`src/core/tti_consts.svh`:
```
// Functional notes
// - idle status high after five consecutive all-zero identifiers, low otherwise
// - change latched flag, bit 3, sets when stored identifier takes a new value
// - mismatch latched flag, bit 2, sets only on a 0-to-1 mismatch edge
// - unstable latched flag, bit 1, sets on a 0-to-1 unstable edge
// - idle latched flag, bit 0, sets on a 0-to-1 idle edge
// - interrupt needs flag set, its enable set, and the global port enable
// - received byte port read returns byte at pointer, then pointer wraps Fh->0h
// - expected byte port read or write advances its pointer, Fh wraps to 0h
// - live mismatch high while stored received and expected identifiers differ
// - unstable after eight identifiers matching neither previous nor stored one
// - 4-bit receive and expected pointers start at 0h and select next byte
`ifndef TTI_CONSTS_SVH
`define TTI_CONSTS_SVH

// register indices; the byte address is four times the index
`define TTI_IDX_POINTERS 32'h0000_00F2
`define TTI_IDX_LIVE 32'h0000_00F4
`define TTI_IDX_LATCHED 32'h0000_00F6
`define TTI_IDX_IRQ_EN 32'h0000_00F8
`define TTI_IDX_RX_BYTE 32'h0000_00FC
`define TTI_IDX_EXP_BYTE 32'h0000_00FE
`define TTI_IDX_GLOBAL_EN 32'h0000_0100
`define TTI_BYTE_ADDR(idx) ((idx) * 32'h0000_0004)

// pointer register fields
`define TTI_RX_PTR_LSB 0
`define TTI_EXP_PTR_LSB 8

// flag positions, shared by latched and enable registers and, except change, by the live register
`define TTI_BIT_IDLE 0
`define TTI_BIT_UNSTABLE 1
`define TTI_BIT_MISMATCH 2
`define TTI_BIT_CHANGE 3

`define TTI_FLAGS_RESET 4'h0
`define TTI_IRQ_EN_RESET 4'h0
`define TTI_PTR_RESET 4'h0
`define TTI_IDENT_RESET 128'h0

// identifier periods
`define TTI_IDLE_PERIODS 5
`define TTI_UNSTABLE_PERIODS 8

`endif

```
`src/core/tti_pkg.sv`:
```
package tti_pkg;

  typedef enum logic {
    TTI_BUS_ADDR,
    TTI_BUS_DATA
  } tti_bus_state_t;

  typedef logic [3:0] tti_ptr_t;
  typedef logic [127:0] tti_ident_t;

endpackage : tti_pkg

```
`src/core/tti_flag_latch.sv`:
```
module tti_flag_latch #(
  parameter bit EDGE = 1'b1
) (
  input wire logic hclk,
  input wire logic hresetn,
  input wire logic cond,
  input wire logic clr,
  output logic flag
);

  logic cond_d_reg;
  logic cond_d_next;
  logic flag_reg;
  logic flag_next;
  logic set;

  // set beats a clear arriving in the same cycle
  always_comb begin
    cond_d_next = cond;
    set = EDGE ? (cond & ~cond_d_reg) : cond;
    flag_next = set | (flag_reg & ~clr);
  end

  always_ff @(posedge hclk or negedge hresetn) begin
    if (!hresetn) begin
      cond_d_reg <= 1'b0;
      flag_reg <= 1'b0;
    end else begin
      cond_d_reg <= cond_d_next;
      flag_reg <= flag_next;
    end
  end

  assign flag = flag_reg;

endmodule : tti_flag_latch

```
`src/core/tti_rx_trace.sv`:
```
`include "tti_consts.svh"

module tti_rx_trace
  import tti_pkg::*;
#(
  parameter int IDLE_PERIODS = `TTI_IDLE_PERIODS,
  parameter int UNSTABLE_PERIODS = `TTI_UNSTABLE_PERIODS
) (
  input wire logic hclk,
  input wire logic hresetn,
  input wire logic hsel,
  input wire logic [31:0] haddr,
  input wire logic [1:0] htrans,
  input wire logic hwrite,
  input wire logic [2:0] hsize,
  input wire logic [31:0] hwdata,
  input wire logic hready,
  output logic hreadyout,
  output logic hresp,
  output logic [31:0] hrdata,
  input wire logic rx_byte_valid,
  input wire logic [7:0] rx_byte_data,
  input wire logic rx_ident_start,
  output logic idle_ident_status,
  output logic ident_mismatch_status,
  output logic ident_unstable_status,
  output logic irq
);

  ////////////////////////////////////////////////////////////////////////////
  // identifier assembly and supervision

  tti_ptr_t pos_reg;
  tti_ptr_t pos_next;
  tti_ident_t asm_reg;
  tti_ident_t asm_next;
  logic done_reg;
  logic done_next;
  tti_ident_t prev_reg;
  tti_ident_t prev_next;
  tti_ident_t cur_reg;
  tti_ident_t cur_next;
  logic [3:0] idle_cnt_reg;
  logic [3:0] idle_cnt_next;
  logic [3:0] unst_cnt_reg;
  logic [3:0] unst_cnt_next;
  logic idle_reg;
  logic idle_next;
  logic unst_reg;
  logic unst_next;
  logic mism_reg;
  logic mism_next;
  logic change_reg;
  logic change_next;
  tti_ident_t exp_reg;

  always_comb begin
    pos_next = pos_reg;
    asm_next = asm_reg;
    done_next = 1'b0;
    if (rx_byte_valid) begin
      if (rx_ident_start) begin
        asm_next[7:0] = rx_byte_data;
        pos_next = 4'h1;
      end else begin
        asm_next[{pos_reg, 3'b000} +: 8] = rx_byte_data;
        pos_next = pos_reg + 4'h1;
        done_next = (pos_reg == 4'hF);
      end
    end
  end

  // done_reg marks a full identifier in asm_reg; a new byte 0 may land on
  // the same edge, so everything below reads asm_reg only in that cycle
  always_comb begin
    prev_next = prev_reg;
    cur_next = cur_reg;
    idle_cnt_next = idle_cnt_reg;
    unst_cnt_next = unst_cnt_reg;
    change_next = 1'b0;
    if (done_reg) begin
      prev_next = asm_reg;
      if (asm_reg == 128'h0) begin
        if (idle_cnt_reg < 4'(IDLE_PERIODS)) begin
          idle_cnt_next = idle_cnt_reg + 4'h1;
        end
      end else begin
        idle_cnt_next = 4'h0;
      end
      // accept an identifier seen twice in a row
      if (asm_reg == prev_reg && asm_reg != cur_reg) begin
        cur_next = asm_reg;
        change_next = 1'b1;
      end
      if (asm_reg != prev_reg && asm_reg != cur_reg) begin
        if (unst_cnt_reg < 4'(UNSTABLE_PERIODS)) begin
          unst_cnt_next = unst_cnt_reg + 4'h1;
        end
      end else begin
        unst_cnt_next = 4'h0;
      end
    end
    idle_next = (idle_cnt_next >= 4'(IDLE_PERIODS));
    unst_next = (unst_cnt_next >= 4'(UNSTABLE_PERIODS));
    mism_next = (cur_reg != exp_reg);
  end

  always_ff @(posedge hclk or negedge hresetn) begin
    if (!hresetn) begin
      pos_reg <= `TTI_PTR_RESET;
      asm_reg <= `TTI_IDENT_RESET;
      done_reg <= 1'b0;
      prev_reg <= `TTI_IDENT_RESET;
      cur_reg <= `TTI_IDENT_RESET;
      idle_cnt_reg <= 4'h0;
      unst_cnt_reg <= 4'h0;
      idle_reg <= 1'b0;
      unst_reg <= 1'b0;
      mism_reg <= 1'b0;
      change_reg <= 1'b0;
    end else begin
      pos_reg <= pos_next;
      asm_reg <= asm_next;
      done_reg <= done_next;
      prev_reg <= prev_next;
      cur_reg <= cur_next;
      idle_cnt_reg <= idle_cnt_next;
      unst_cnt_reg <= unst_cnt_next;
      idle_reg <= idle_next;
      unst_reg <= unst_next;
      mism_reg <= mism_next;
      change_reg <= change_next;
    end
  end

  assign idle_ident_status = idle_reg;
  assign ident_unstable_status = unst_reg;
  assign ident_mismatch_status = mism_reg;

  ////////////////////////////////////////////////////////////////////////////
  // latched flags

  logic [3:0] live_vec;
  logic [3:0] flag_vec;
  logic [3:0] clr_vec;

  assign live_vec = {change_reg, mism_reg, unst_reg, idle_reg};

  for (genvar i = 0; i < 4; i++) begin : g_flag
    tti_flag_latch #(
      .EDGE(i != `TTI_BIT_CHANGE)
    ) u_flag (
      .hclk(hclk),
      .hresetn(hresetn),
      .cond(live_vec[i]),
      .clr(clr_vec[i]),
      .flag(flag_vec[i])
    );
  end

  ////////////////////////////////////////////////////////////////////////////
  // AHB-Lite slave, one wait state on every transfer

  tti_bus_state_t state_reg;
  tti_bus_state_t state_next;
  logic ready_reg;
  logic ready_next;
  logic [31:0] rdata_reg;
  logic [31:0] rdata_next;
  logic [31:0] addr_reg;
  logic [31:0] addr_next;
  logic write_reg;
  logic write_next;
  tti_ptr_t rx_ptr_reg;
  tti_ptr_t rx_ptr_next;
  tti_ptr_t exp_ptr_reg;
  tti_ptr_t exp_ptr_next;
  tti_ident_t exp_next;
  logic [3:0] irq_en_reg;
  logic [3:0] irq_en_next;
  logic gen_en_reg;
  logic gen_en_next;
  logic irq_reg;
  logic irq_next;

  // the wait state lets hrdata come from a flop and keeps the pointer
  // side effects to exactly one per transfer
  always_comb begin
    state_next = state_reg;
    ready_next = ready_reg;
    rdata_next = rdata_reg;
    addr_next = addr_reg;
    write_next = write_reg;
    rx_ptr_next = rx_ptr_reg;
    exp_ptr_next = exp_ptr_reg;
    exp_next = exp_reg;
    irq_en_next = irq_en_reg;
    gen_en_next = gen_en_reg;
    clr_vec = 4'h0;
    case (state_reg)
      TTI_BUS_ADDR: begin
        if (hsel && htrans[1] && hready) begin
          addr_next = {haddr[31:2], 2'b00};
          write_next = hwrite;
          state_next = TTI_BUS_DATA;
          ready_next = 1'b0;
        end
      end
      TTI_BUS_DATA: begin
        state_next = TTI_BUS_ADDR;
        ready_next = 1'b1;
        rdata_next = 32'h0000_0000;
        if (addr_reg == `TTI_BYTE_ADDR(`TTI_IDX_POINTERS)) begin
          if (write_reg) begin
            rx_ptr_next = hwdata[`TTI_RX_PTR_LSB +: 4];
            exp_ptr_next = hwdata[`TTI_EXP_PTR_LSB +: 4];
          end else begin
            rdata_next[`TTI_RX_PTR_LSB +: 4] = rx_ptr_reg;
            rdata_next[`TTI_EXP_PTR_LSB +: 4] = exp_ptr_reg;
          end
        end else if (addr_reg == `TTI_BYTE_ADDR(`TTI_IDX_LIVE)) begin
          rdata_next[2:0] = {mism_reg, unst_reg, idle_reg};
        end else if (addr_reg == `TTI_BYTE_ADDR(`TTI_IDX_LATCHED)) begin
          if (write_reg) begin
            clr_vec = hwdata[3:0];
          end else begin
            rdata_next[3:0] = flag_vec;
          end
        end else if (addr_reg == `TTI_BYTE_ADDR(`TTI_IDX_IRQ_EN)) begin
          if (write_reg) begin
            irq_en_next = hwdata[3:0];
          end else begin
            rdata_next[3:0] = irq_en_reg;
          end
        end else if (addr_reg == `TTI_BYTE_ADDR(`TTI_IDX_RX_BYTE)) begin
          // writes here are dropped on purpose
          if (!write_reg) begin
            rdata_next[7:0] = cur_reg[{rx_ptr_reg, 3'b000} +: 8];
            rx_ptr_next = rx_ptr_reg + 4'h1;
          end
        end else if (addr_reg == `TTI_BYTE_ADDR(`TTI_IDX_EXP_BYTE)) begin
          if (write_reg) begin
            exp_next[{exp_ptr_reg, 3'b000} +: 8] = hwdata[7:0];
          end else begin
            rdata_next[7:0] = exp_reg[{exp_ptr_reg, 3'b000} +: 8];
          end
          exp_ptr_next = exp_ptr_reg + 4'h1;
        end else if (addr_reg == `TTI_BYTE_ADDR(`TTI_IDX_GLOBAL_EN)) begin
          if (write_reg) begin
            gen_en_next = hwdata[0];
          end else begin
            rdata_next[0] = gen_en_reg;
          end
        end
      end
      default: begin
        state_next = TTI_BUS_ADDR;
        ready_next = 1'b1;
      end
    endcase
    irq_next = (|(flag_vec & irq_en_reg)) & gen_en_reg;
  end

  always_ff @(posedge hclk or negedge hresetn) begin
    if (!hresetn) begin
      state_reg <= TTI_BUS_ADDR;
      ready_reg <= 1'b1;
      rdata_reg <= 32'h0000_0000;
      addr_reg <= 32'h0000_0000;
      write_reg <= 1'b0;
      rx_ptr_reg <= `TTI_PTR_RESET;
      exp_ptr_reg <= `TTI_PTR_RESET;
      exp_reg <= `TTI_IDENT_RESET;
      irq_en_reg <= `TTI_IRQ_EN_RESET;
      gen_en_reg <= 1'b0;
      irq_reg <= 1'b0;
    end else begin
      state_reg <= state_next;
      ready_reg <= ready_next;
      rdata_reg <= rdata_next;
      addr_reg <= addr_next;
      write_reg <= write_next;
      rx_ptr_reg <= rx_ptr_next;
      exp_ptr_reg <= exp_ptr_next;
      exp_reg <= exp_next;
      irq_en_reg <= irq_en_next;
      gen_en_reg <= gen_en_next;
      irq_reg <= irq_next;
    end
  end

  // hsize unused: only whole-word transfers are supported
  logic hresp_reg;
  always_ff @(posedge hclk or negedge hresetn) begin
    if (!hresetn) begin
      hresp_reg <= 1'b0;
    end else begin
      hresp_reg <= 1'b0;
    end
  end

  assign hreadyout = ready_reg;
  assign hresp = hresp_reg;
  assign hrdata = rdata_reg;
  assign irq = irq_reg;

endmodule : tti_rx_trace

```
`config.mk`:
```
export PLATFORM = sky130hd
export DESIGN_NAME = tti_rx_trace
export DESIGN_NICKNAME = d
export VERILOG_FILES = /design/src/core/tti_pkg.sv /design/src/core/tti_flag_latch.sv /design/src/core/tti_rx_trace.sv
export VERILOG_INCLUDE_DIRS = /design/src /design/src/core
export SDC_FILE = /design/constraint.sdc
export NUM_CORES = 1
export LEC_CHECK = 0
export BUFFER_PORTS_ARGS = -buffer_cell sky130_fd_sc_hd__buf_2
export CELL_PAD_IN_SITES_DETAIL_PLACEMENT = 1
export CELL_PAD_IN_SITES_GLOBAL_PLACEMENT = 2
export CORE_MARGIN = 2
export CORE_UTILIZATION = 35
export CTS_CLUSTER_SIZE = 28
export DETAILED_ROUTE_END_ITERATION = 8
export PLACE_DENSITY = 0.65
export SYNTH_ARGS = -nofsm -noshare
export SYNTH_HDL_FRONTEND = slang
export SYNTH_HIERARCHICAL = 1
export SYNTH_SLANG_ARGS = --single-unit
```
`constraint.sdc`:
```
create_clock -name hclk -period 4.2 [get_ports hclk]
set_input_delay 0.21 -clock hclk [delete_from_list [all_inputs] [get_ports hclk]]
set_output_delay 0.21 -clock hclk [all_outputs]
set_load 0.1 [all_outputs]
```
==> results of run 1 <==
==> layout by cell type (no fill, tap or decap), types with 16 or more instances in the layout <==
cell / n
mux2i_1: 28
xnor2_1: 184
conb_1: 21
mux4_2: 63
mux2_4: 108
buf_4: 139
mux2_2: 223
buf_2: 73
a21oi_1: 29
o21ai_1: 17
o21ai_0: 183
mux2_1: 19
nand4_1: 85
dlygate4sd3_1: 39
a221oi_1: 16
inv_1: 54
nand3_1: 43
nor2_1: 42
clkbuf_16: 72
nor4_1: 103
xor2_1: 178
dfrtp_1: 590
nand2_1: 348
==> through the flow <==
step	cells	hold WS, ps	instance area [sq um]
4_1_cts	4014	1.38	35600
6_report	4016	10.0	35600
3_3_place_gp	3848	330	32700
5_1_grt	4014	34.0	35600
3_5_place_dp	3848	324	32700
2_1_floorplan	2621	-85.6	30400
==> report_power, final <==
group / total, mW / switching, mW / internal, mW
clock: 6.72 / 2.68 / 4.04
sequential: 7.17 / 0.943 / 6.23
combinational: 3.75 / 2.27 / 1.48
total: 17.6 / 5.89 / 11.7
==> cell families after synthesis <==
logic type | share of synthesized area [%]
buffers and inverters | 3.04
XOR/XNOR | 10.5
adder cells (fa/ha/maj) | 0.536
AND/OR/NAND/NOR | 10.9
multiplexers | 19.9
flip-flops | 49.0
other | 0.0124
AO/OA/AOI/OAI | 6.14
==> worst paths after layout <==
kind                       depth (start not counted)  slack, ps                    end
min reg2reg                                        1        430  g_flag[3].u_flag/flag
min in group asynchronous                          2        230           exp_reg[109]
max reg2reg                                        8       -100             cur_reg[0]
min                                                3         10            exp_reg[95]
max                                                8       -100             cur_reg[0]
max in group asynchronous                          3       2860               done_reg
==> layout make-up <==
type	instances	area share [%]
Antenna cell	2	0.0141
Clock buffer	98	5.70
Clock inverter	29	1.41
Inverter	59	0.622
Multi-Input combinational cell	1832	41.1
Sequential cell	594	41.8
Tap cell	1144	4.02
Timing Repair Buffer	258	5.43
==> repair_timing <==
action | CTS | global route
setup buffers | 0 | 0
hold buffers | 39 | 0
endpoints found under the hold margin | 115 | 0
==> metal layers <==
layer | up-vias | track usage [%] | part of all wire [%]
met2 | 744 | 47.4 | 47
li1 | 9649 | - | -
met4 | 0 | 12.6 | 5.0
met3 | 230 | 3.32 | 4.6
met1 | 12000 | 38.2 | 43
met5 | - | 0 | 0
==> worst min-delay path: cells and delay by family <==
family          cells  cell delay, ps
buf+inv             1             200
simple gates        1             110
compound gates      1              70
==> Yosys cell counts (4+ instances only) <==
| cell | instances | area share [%] |
|---|---|---|
| dfrtp_1 | 593 | 49 |
| nand2_1 | 348 | 4.3 |
| mux2_2 | 223 | 8.3 |
| xnor2_1 | 184 | 5.3 |
| o21ai_0 | 183 | 3.0 |
| xor2_1 | 178 | 5.1 |
| mux2_4 | 108 | 5.3 |
| nor4_1 | 103 | 2.1 |
| nand4_1 | 85 | 1.8 |
| clkbuf_1 | 76 | 0.94 |
| mux4_2 | 63 | 4.7 |
| inv_1 | 54 | 0.67 |
| nand3_1 | 44 | 0.73 |
| nor2_1 | 42 | 0.52 |
| a21oi_1 | 29 | 0.48 |
| mux2i_1 | 28 | 0.92 |
| buf_4 | 24 | 0.59 |
| mux2_1 | 19 | 0.71 |
| o21ai_1 | 17 | 0.28 |
| a221oi_1 | 16 | 0.46 |
| buf_1 | 15 | 0.19 |
| ha_1 | 13 | 0.54 |
| buf_6 | 12 | 0.45 |
| o22ai_1 | 11 | 0.23 |
| o2bb2ai_1 | 11 | 0.32 |
| and2_1 | 9 | 0.19 |
| buf_2 | 9 | 0.15 |
| nor3_1 | 9 | 0.15 |
| a22oi_1 | 8 | 0.20 |
| nor2b_1 | 8 | 0.17 |
| nand2b_1 | 7 | 0.14 |
| a22o_1 | 5 | 0.14 |
| and3_1 | 5 | 0.10 |
| a21o_1 | 4 | 0.099 |
| a31oi_1 | 4 | 0.083 |
| nor4_2 | 4 | 0.17 |
| o211ai_1 | 4 | 0.099 |
==> metrics.yaml, run 1 <==
vias: 22700
cts.sinks: 594
synth_edf_count: 0
postLayoutCoreUtil_pct: 41.6
hp-class: "input port to flop"
min_period_ps: 4300
status: "finished with violations"
cp.arrival_ps: 4800
avgSynthCellArea_sq_um: 11.7
crit_required_ps: 4700
layout-drive-gt1-share_pct: 26.2
cp_common_cell: "nor4_1"
via_per_inst: 5.64
rsz0062_at_grt: "no"
drc: 0
drt_pass1_iterations: 5
async_flop_share_pct: 100
powerDensity_nw_per_um2: 495
fin_crit_sh_pct: 102
root_buffer: "clkbuf_16"
cpLargestDelayFamily: "simple AND/OR/NAND/NOR gates"
initialDrtViolationCount: 1755
startpoint: "cur_reg[63]"
slowest_stage: "nor4_1"
netlist_instances: 2601
min_from: "hwdata[7]"
io_buffer_count: 74
fillers: 9118
drtAntennaViolNets: 0
hold_viol: 0
synthesis.area_sq_um: 30300
ys_seq_elements: 594
p_leak_nw: 17.0
end_kind: "flop"
register_area_sq_um: 14900
crit_fanout: 128
cts_inserted_buffers: 72
ctsResizeCount: 0
grt_pass1_wl_um: 182000
finalSetupTns_ps: -942
die_area_sq_um: 89000
worst_slack_ps: -97.1
overflow: 0
slew_headroom_pct: 22.6
fp.dieH_um: 298
dpl_worst_slack_ps: 263
clkTransAtPathRegs_ps: 60
start_util_pct: 35.4
htree_levels: 3
die_w_um: 298
clock_path_buffers: 3
area_growth_pct: 17.5
antenna_found_initial: 2
gp_congestion: 0.944
synthFlopType: "dfrtp_1"
place_hpwl_um: 97900
multi_input_area_sq_um: 14600
fin_worst_skew_ps: 32.4
cts_tree: "built"
seq_area_frac_synth_pct: 49.0
total_power_mw: 17.6
yosys_warnings: 6
clock_latency_ps: 650
synth_cell_types: 69
finalSetupViolations: 32
core_area_sq_um: 85500
tightestPinTransition_ps: 1160
violations: "negative setup slack"
ir_drop_v: 0.000281
cp_cell_sequence: "xor2_1 -> nor4_1 -> nand4_1 -> nor4_1 -> nand2_1 -> nand3_4 -> buf_12 -> mux2_2"
fmax_mhz: 233
grt_max_degree: 129
crit_type: "flop to flop"
crit_buf_inv: 1
wl_um: 128000
rr_startpoint: "cur_reg[63]"
grt_pass1_vias: 23700
drv_slew: 0
finalNetCount: 2914
num_rows: 107
io_pins: 122
gr-usage-all-layers_pct: 28.7
wire_per_inst_um: 31.8
cp-start-kind: "flop"
max_stage_delay_ps: 690
cap_violations: 0
Note: power is estimated with default switching activity, not from simulation.
==> run 2, diff against run 1 <==
Settings changed: CORE_ASPECT_RATIO from default to 0.6.
==> run 2 against run 1 <==
The flow now finishes without violations. Total power decreased by 1.8%. Fmax is 12% higher. Clock power fell by 12%. Flip-flop and latch count stayed put. Routed wire length is 5.1% higher. Register-to-register slack gained 460 ps. Largest power group unchanged.
==> metrics.yaml, run 2 (same netlist as run 1, synthesis figures left out) <==
cts_tree: "built"
powerDensity_nw_per_um2: 491
gp_congestion: 0.999
cp.arrival_ps: 4380
via_per_inst: 5.77
finalSetupTns_ps: 0
end_kind: "flop"
crit_fanout: 38
crit_type: "flop to flop"
cap_violations: 0
ir_drop_v: 0.000359
grt_pass1_wl_um: 188000
drv_slew: 0
fp.dieH_um: 232
die_area_sq_um: 89100
cp-start-kind: "flop"
finalNetCount: 2903
dpl_worst_slack_ps: 599
grt_max_degree: 113
grt_pass1_vias: 23400
htree_levels: 2
cp_cell_sequence: "xnor2_1 -> nand4_1 -> nor4_1 -> nand2_1 -> nor4_2 -> buf_4 -> nand3_4 -> buf_12 -> mux2_1"
root_buffer: "clkbuf_16"
die_w_um: 384
vias: 23100
slowest_stage: "nor4_1"
crit_required_ps: 4740
clock_path_buffers: 3
antenna_found_initial: 15
grt-busiest-layer: "met1"
worst_slack_ps: 366
start_util_pct: 35.4
layout-drive-gt1-share_pct: 26.0
min_period_ps: 3830
clkTransAtPathRegs_ps: 70
core_area_sq_um: 85700
num_rows: 83
drc: 0
fmax_mhz: 261
clock_latency_ps: 680
max_stage_delay_ps: 700
grt_use_met3_pct: 14.0
fillers: 9118
cts_inserted_buffers: 60
drtAntennaViolNets: 0
finalSetupViolations: 0
tightestPinTransition_ps: 1220
cts.sinks: 594
io_buffer_count: 74
area_growth_pct: 16.2
drt_pass1_iterations: 5
grt_util_met2_pct: 37.3
initialDrtViolationCount: 2671
io_pins: 122
p_leak_nw: 16.8
fin_worst_skew_ps: 28.9
mostFrequentLayoutCell: "dfrtp_1"
rsz0062_at_grt: "no"
slew_headroom_pct: 18.8
status: "finished, final reports clean"
grt.met1_usage_pct: 47.1
fin_crit_sh_pct: 91.3
overflow: 0
wire_per_inst_um: 33.5
gr-usage-all-layers_pct: 30.3
wl_um: 134000
final_cell_mix: "589 x dfrtp_1, 348 x nand2_1, 223 x mux2_2, 184 x xnor2_1, 183 x o21ai_0"
hp-class: "input port to flop"
hold_viol: 0
place_hpwl_um: 105000
## run 2: cell types whose count changed in the layout (fill, tap and decap cells not counted), moves of 2 or more
cell | before | now
bufinv_16 | 10 | 6
dlygate4sd3_1 | 39 | 41
clkbuf_8 | 13 | 16
buf_4 | 139 | 136
clkbuf_1 | 13 | 7
clkinv_8 | 2 | 0
clkbuf_16 | 72 | 61
clkinv_2 | 8 | 16
## run 2: worst max-delay path, delay by kind of cell (launching register included)
kind                      cells  cell delay [ps]
and+or+nand+nor               5             1980
xor gates and xnor gates      1              500
muxes                         1              350
DFF                           1              390
buffers and inverters         2              460
## run 2: power by group
| part | total [mW] | internal (mW) | switching (mW) |
|---|---|---|---|
| registers | 7.38 | 6.22 | 1.17 |
| clock network | 5.90 | 3.32 | 2.59 |
| logic | 4.02 | 1.50 | 2.52 |
## run 2: path summary, 6_finish.rpt
path                       slack (ps)  cells past startpoint                   startpoint                    end
setup / recovery                  370                      9                  prev_reg[6]           cur_reg[109]
hold / removal                     40                      3                    hwdata[6]            exp_reg[78]
setup reg to reg                  370                      9                  prev_reg[6]           cur_reg[109]
hold reg to reg                   450                      1  g_flag[2].u_flag/cond_d_reg  g_flag[2].u_flag/flag
max in group asynchronous        2730                      3                      hresetn           prev_reg[76]
min in group asynchronous         210                      2                      hresetn           prev_reg[98]
## run 2: per-stage QoR
| stage | util [%] | cells | hold WS, ps | total power [mW] | instance area (sq um) |
|---|---|---|---|---|---|
| after global routing | 41.1 | 4003 | 41.6 | 17.8 | 35200 |
| after global placement | 38.2 | 3849 | 352 | 11.2 | 32700 |
| after detailed placement | 38.2 | 3849 | 353 | 11.2 | 32700 |
| final | 41.1 | 4005 | 37.0 | 17.3 | 35200 |
| after floorplan | - | 2621 | -85.6 | 8.80 | 30400 |
| after CTS | 41.1 | 4002 | 8.03 | 17.2 | 35200 |
## run 2: area by class of cell
class | count | area (sq um) | share of cell area [%]
antenna | 2 | 5.00 | 0.0142
clock buffer | 84 | 1770 | 5.03
clock inverter | 28 | 332 | 0.941
inverter | 59 | 221 | 0.629
multi-input combinational | 1832 | 14600 | 41.5
sequential | 594 | 14900 | 42.2
tap | 1147 | 1440 | 4.07
timing repair buffer | 259 | 1960 | 5.56
## run 2: what timing repair did
action	in CTS	in global routing
resized for setup	0	0
buffers inserted	0	0
hold buffers	41	0
hold endpoints to repair	133	0
## run 2: per-layer routing
metal,part of all wire [%],wire length (um)
met1,48,64100
met2,37,49000
met3,14,19000
met4,1.5,2020
met5,0.014,19
==> run 3, diff against run 2 <==
Settings changed: PLACE_DENSITY 0.65 to default, PLACE_DENSITY_LB_ADDON from default to 0.1.
==> run 3 against run 2 <==
Sequential power about the same. Core utilization about the same. Largest power group unchanged. Routed wire length increased by 1.6%. Total power decreased by 0.96%.
==> metrics.yaml, run 3 (same netlist as run 1, synthesis figures left out) <==
grt_max_degree: 112
gr-usage-all-layers_pct: 30.8
finalSetupViolations: 0
p_leak_nw: 16.8
tightestPinTransition_ps: 1290
slew_headroom_pct: 13.2
hp-class: "input port to flop"
drv_slew: 0
fmax_mhz: 254
clock_path_buffers: 3
htree_levels: 2
drt_pass1_iterations: 5
rsz0062_at_grt: "no"
fin_crit_sh_pct: 93.6
crit_required_ps: 4730
drc: 0
die_area_sq_um: 89100
cts_tree: "built"
cap_violations: 0
clkTransAtPathRegs_ps: 70
hold_viol: 0
fp.dieH_um: 232
core_area_sq_um: 85700
postCtsSetupRepairBufs: 0
mostFrequentLayoutCell: "dfrtp_1"
wire_per_inst_um: 34.1
cp_cell_sequence: "xor2_1 -> nor4_1 -> nand4_1 -> nor4_1 -> nand2_1 -> nand3_4 -> buf_12 -> mux2_2"
via_per_inst: 5.78
powerDensity_nw_per_um2: 486
register_area_sq_um: 14900
fin_worst_skew_ps: 28.8
cp_common_cell: "nor4_1"
initialDrtViolationCount: 2441
crit_type: "flop to flop"
finalSetupTns_ps: 0
wl_um: 136000
postLayoutCoreUtil_pct: 41.1
cts_inserted_buffers: 61
start_util_pct: 35.4
total_power_mw: 17.1
root_buffer: "clkbuf_16"
slowest_stage: "nor4_1"
die_w_um: 384
clock_latency_ps: 670
multi_input_area_sq_um: 14600
status: "finished, final reports clean"
crit_fanout: 30
fin_area_sq_um: 35200
cp.arrival_ps: 4460
vias: 23100
overflow: 0
max_stage_delay_ps: 860
placed_area_sq_um: 32700
end_kind: "flop"
grt_pass1_wl_um: 191000
antenna_found_initial: 11
fillers: 9122
layout-drive-gt1-share_pct: 25.8
num_rows: 83
final_cell_mix: "590 x dfrtp_1, 348 x nand2_1, 223 x mux2_2, 184 x xnor2_1, 183 x o21ai_0"
cp-start-kind: "flop"
gp_congestion: 1.02
place_hpwl_um: 106000
cts.sinks: 594
area_growth_pct: 16.2
drtAntennaViolNets: 0
grt_pass1_vias: 23300
io_pins: 122
ir_drop_v: 0.000349
finalNetCount: 2906
io_buffer_count: 74
min_period_ps: 3930
run 3: changes by cell type in the layout (fill, tap and decap cells not counted), sizes merged:
cell and delta:
clkinv -5, dlygate4sd3 +1, buf +2, clkinvlp +3, clkbuf +1, inv -2
run 3: worst max-delay path: cells and delay by family (launching register included):
| family | cells | cell delay [ps] |
|---|---|---|
| and+or+nand+nor | 5 | 2180 |
| DFF | 1 | 610 |
| muxes | 1 | 370 |
| xor gates and xnor gates | 1 | 320 |
| buffers and inverters | 1 | 300 |
run 3: metrics by stage:
stage	worst slack, ps	hold slack, ps	instances
2_1_floorplan	1210	-85.6	2621
3_3_place_gp	557	355	3851
3_5_place_dp	542	371	3851
4_1_cts	523	6.18	4003
5_1_grt	345	47.6	4003
6_report	268	33.1	4005
run 3: timing repair:
item | in CTS | in global routing
hold buffers | 42 | 0
endpoints found under the hold margin | 150 | 0
gates resized for setup | 0 | 0
run 3: area by class of cell:
| class | instances | share of cell area [%] |
|---|---|---|
| Sequential cell | 594 | 42.2 |
| Multi-Input combinational cell | 1832 | 41.5 |
| Timing Repair Buffer | 261 | 5.68 |
| Clock buffer | 86 | 5.06 |
| Tap cell | 1147 | 4.07 |
| Clock inverter | 24 | 0.813 |
| Inverter | 59 | 0.629 |
| Antenna cell | 2 | 0.0142 |
run 3: path summary, 6_finish.rpt:
path | cells after the start | endpoint | start | slack [ps]
max in group asynchronous | 3 | asm_reg[111] | hresetn | 2790
worst max-delay path | 8 | cur_reg[6] | asm_reg[65] | 270
worst min register to register | 1 | g_flag[3].u_flag/flag | change_reg | 430
worst max register to register | 8 | cur_reg[6] | asm_reg[65] | 270
min in group asynchronous | 2 | pos_reg[2] | hresetn | 170
worst min-delay path | 3 | exp_reg[93] | hwdata[5] | 30
run 3: layer usage:
metal	share of wire, %	GRT usage, %
met3	12	11.9
met1	50	49.2
met5	0.023	0
met4	1.3	4.66
met2	37	38.4
run 3: power breakdown:
| group | switching (mW) | leakage [nW] | internal [mW] | total (mW) |
|---|---|---|---|---|
| registers | 1.18 | 7.52 | 6.22 | 7.39 |
| clock network | 2.53 | 1.01 | 3.31 | 5.84 |
| logic | 2.46 | 8.22 | 1.45 | 3.91 |
| total | 6.16 | 16.8 | 11.0 | 17.1 |
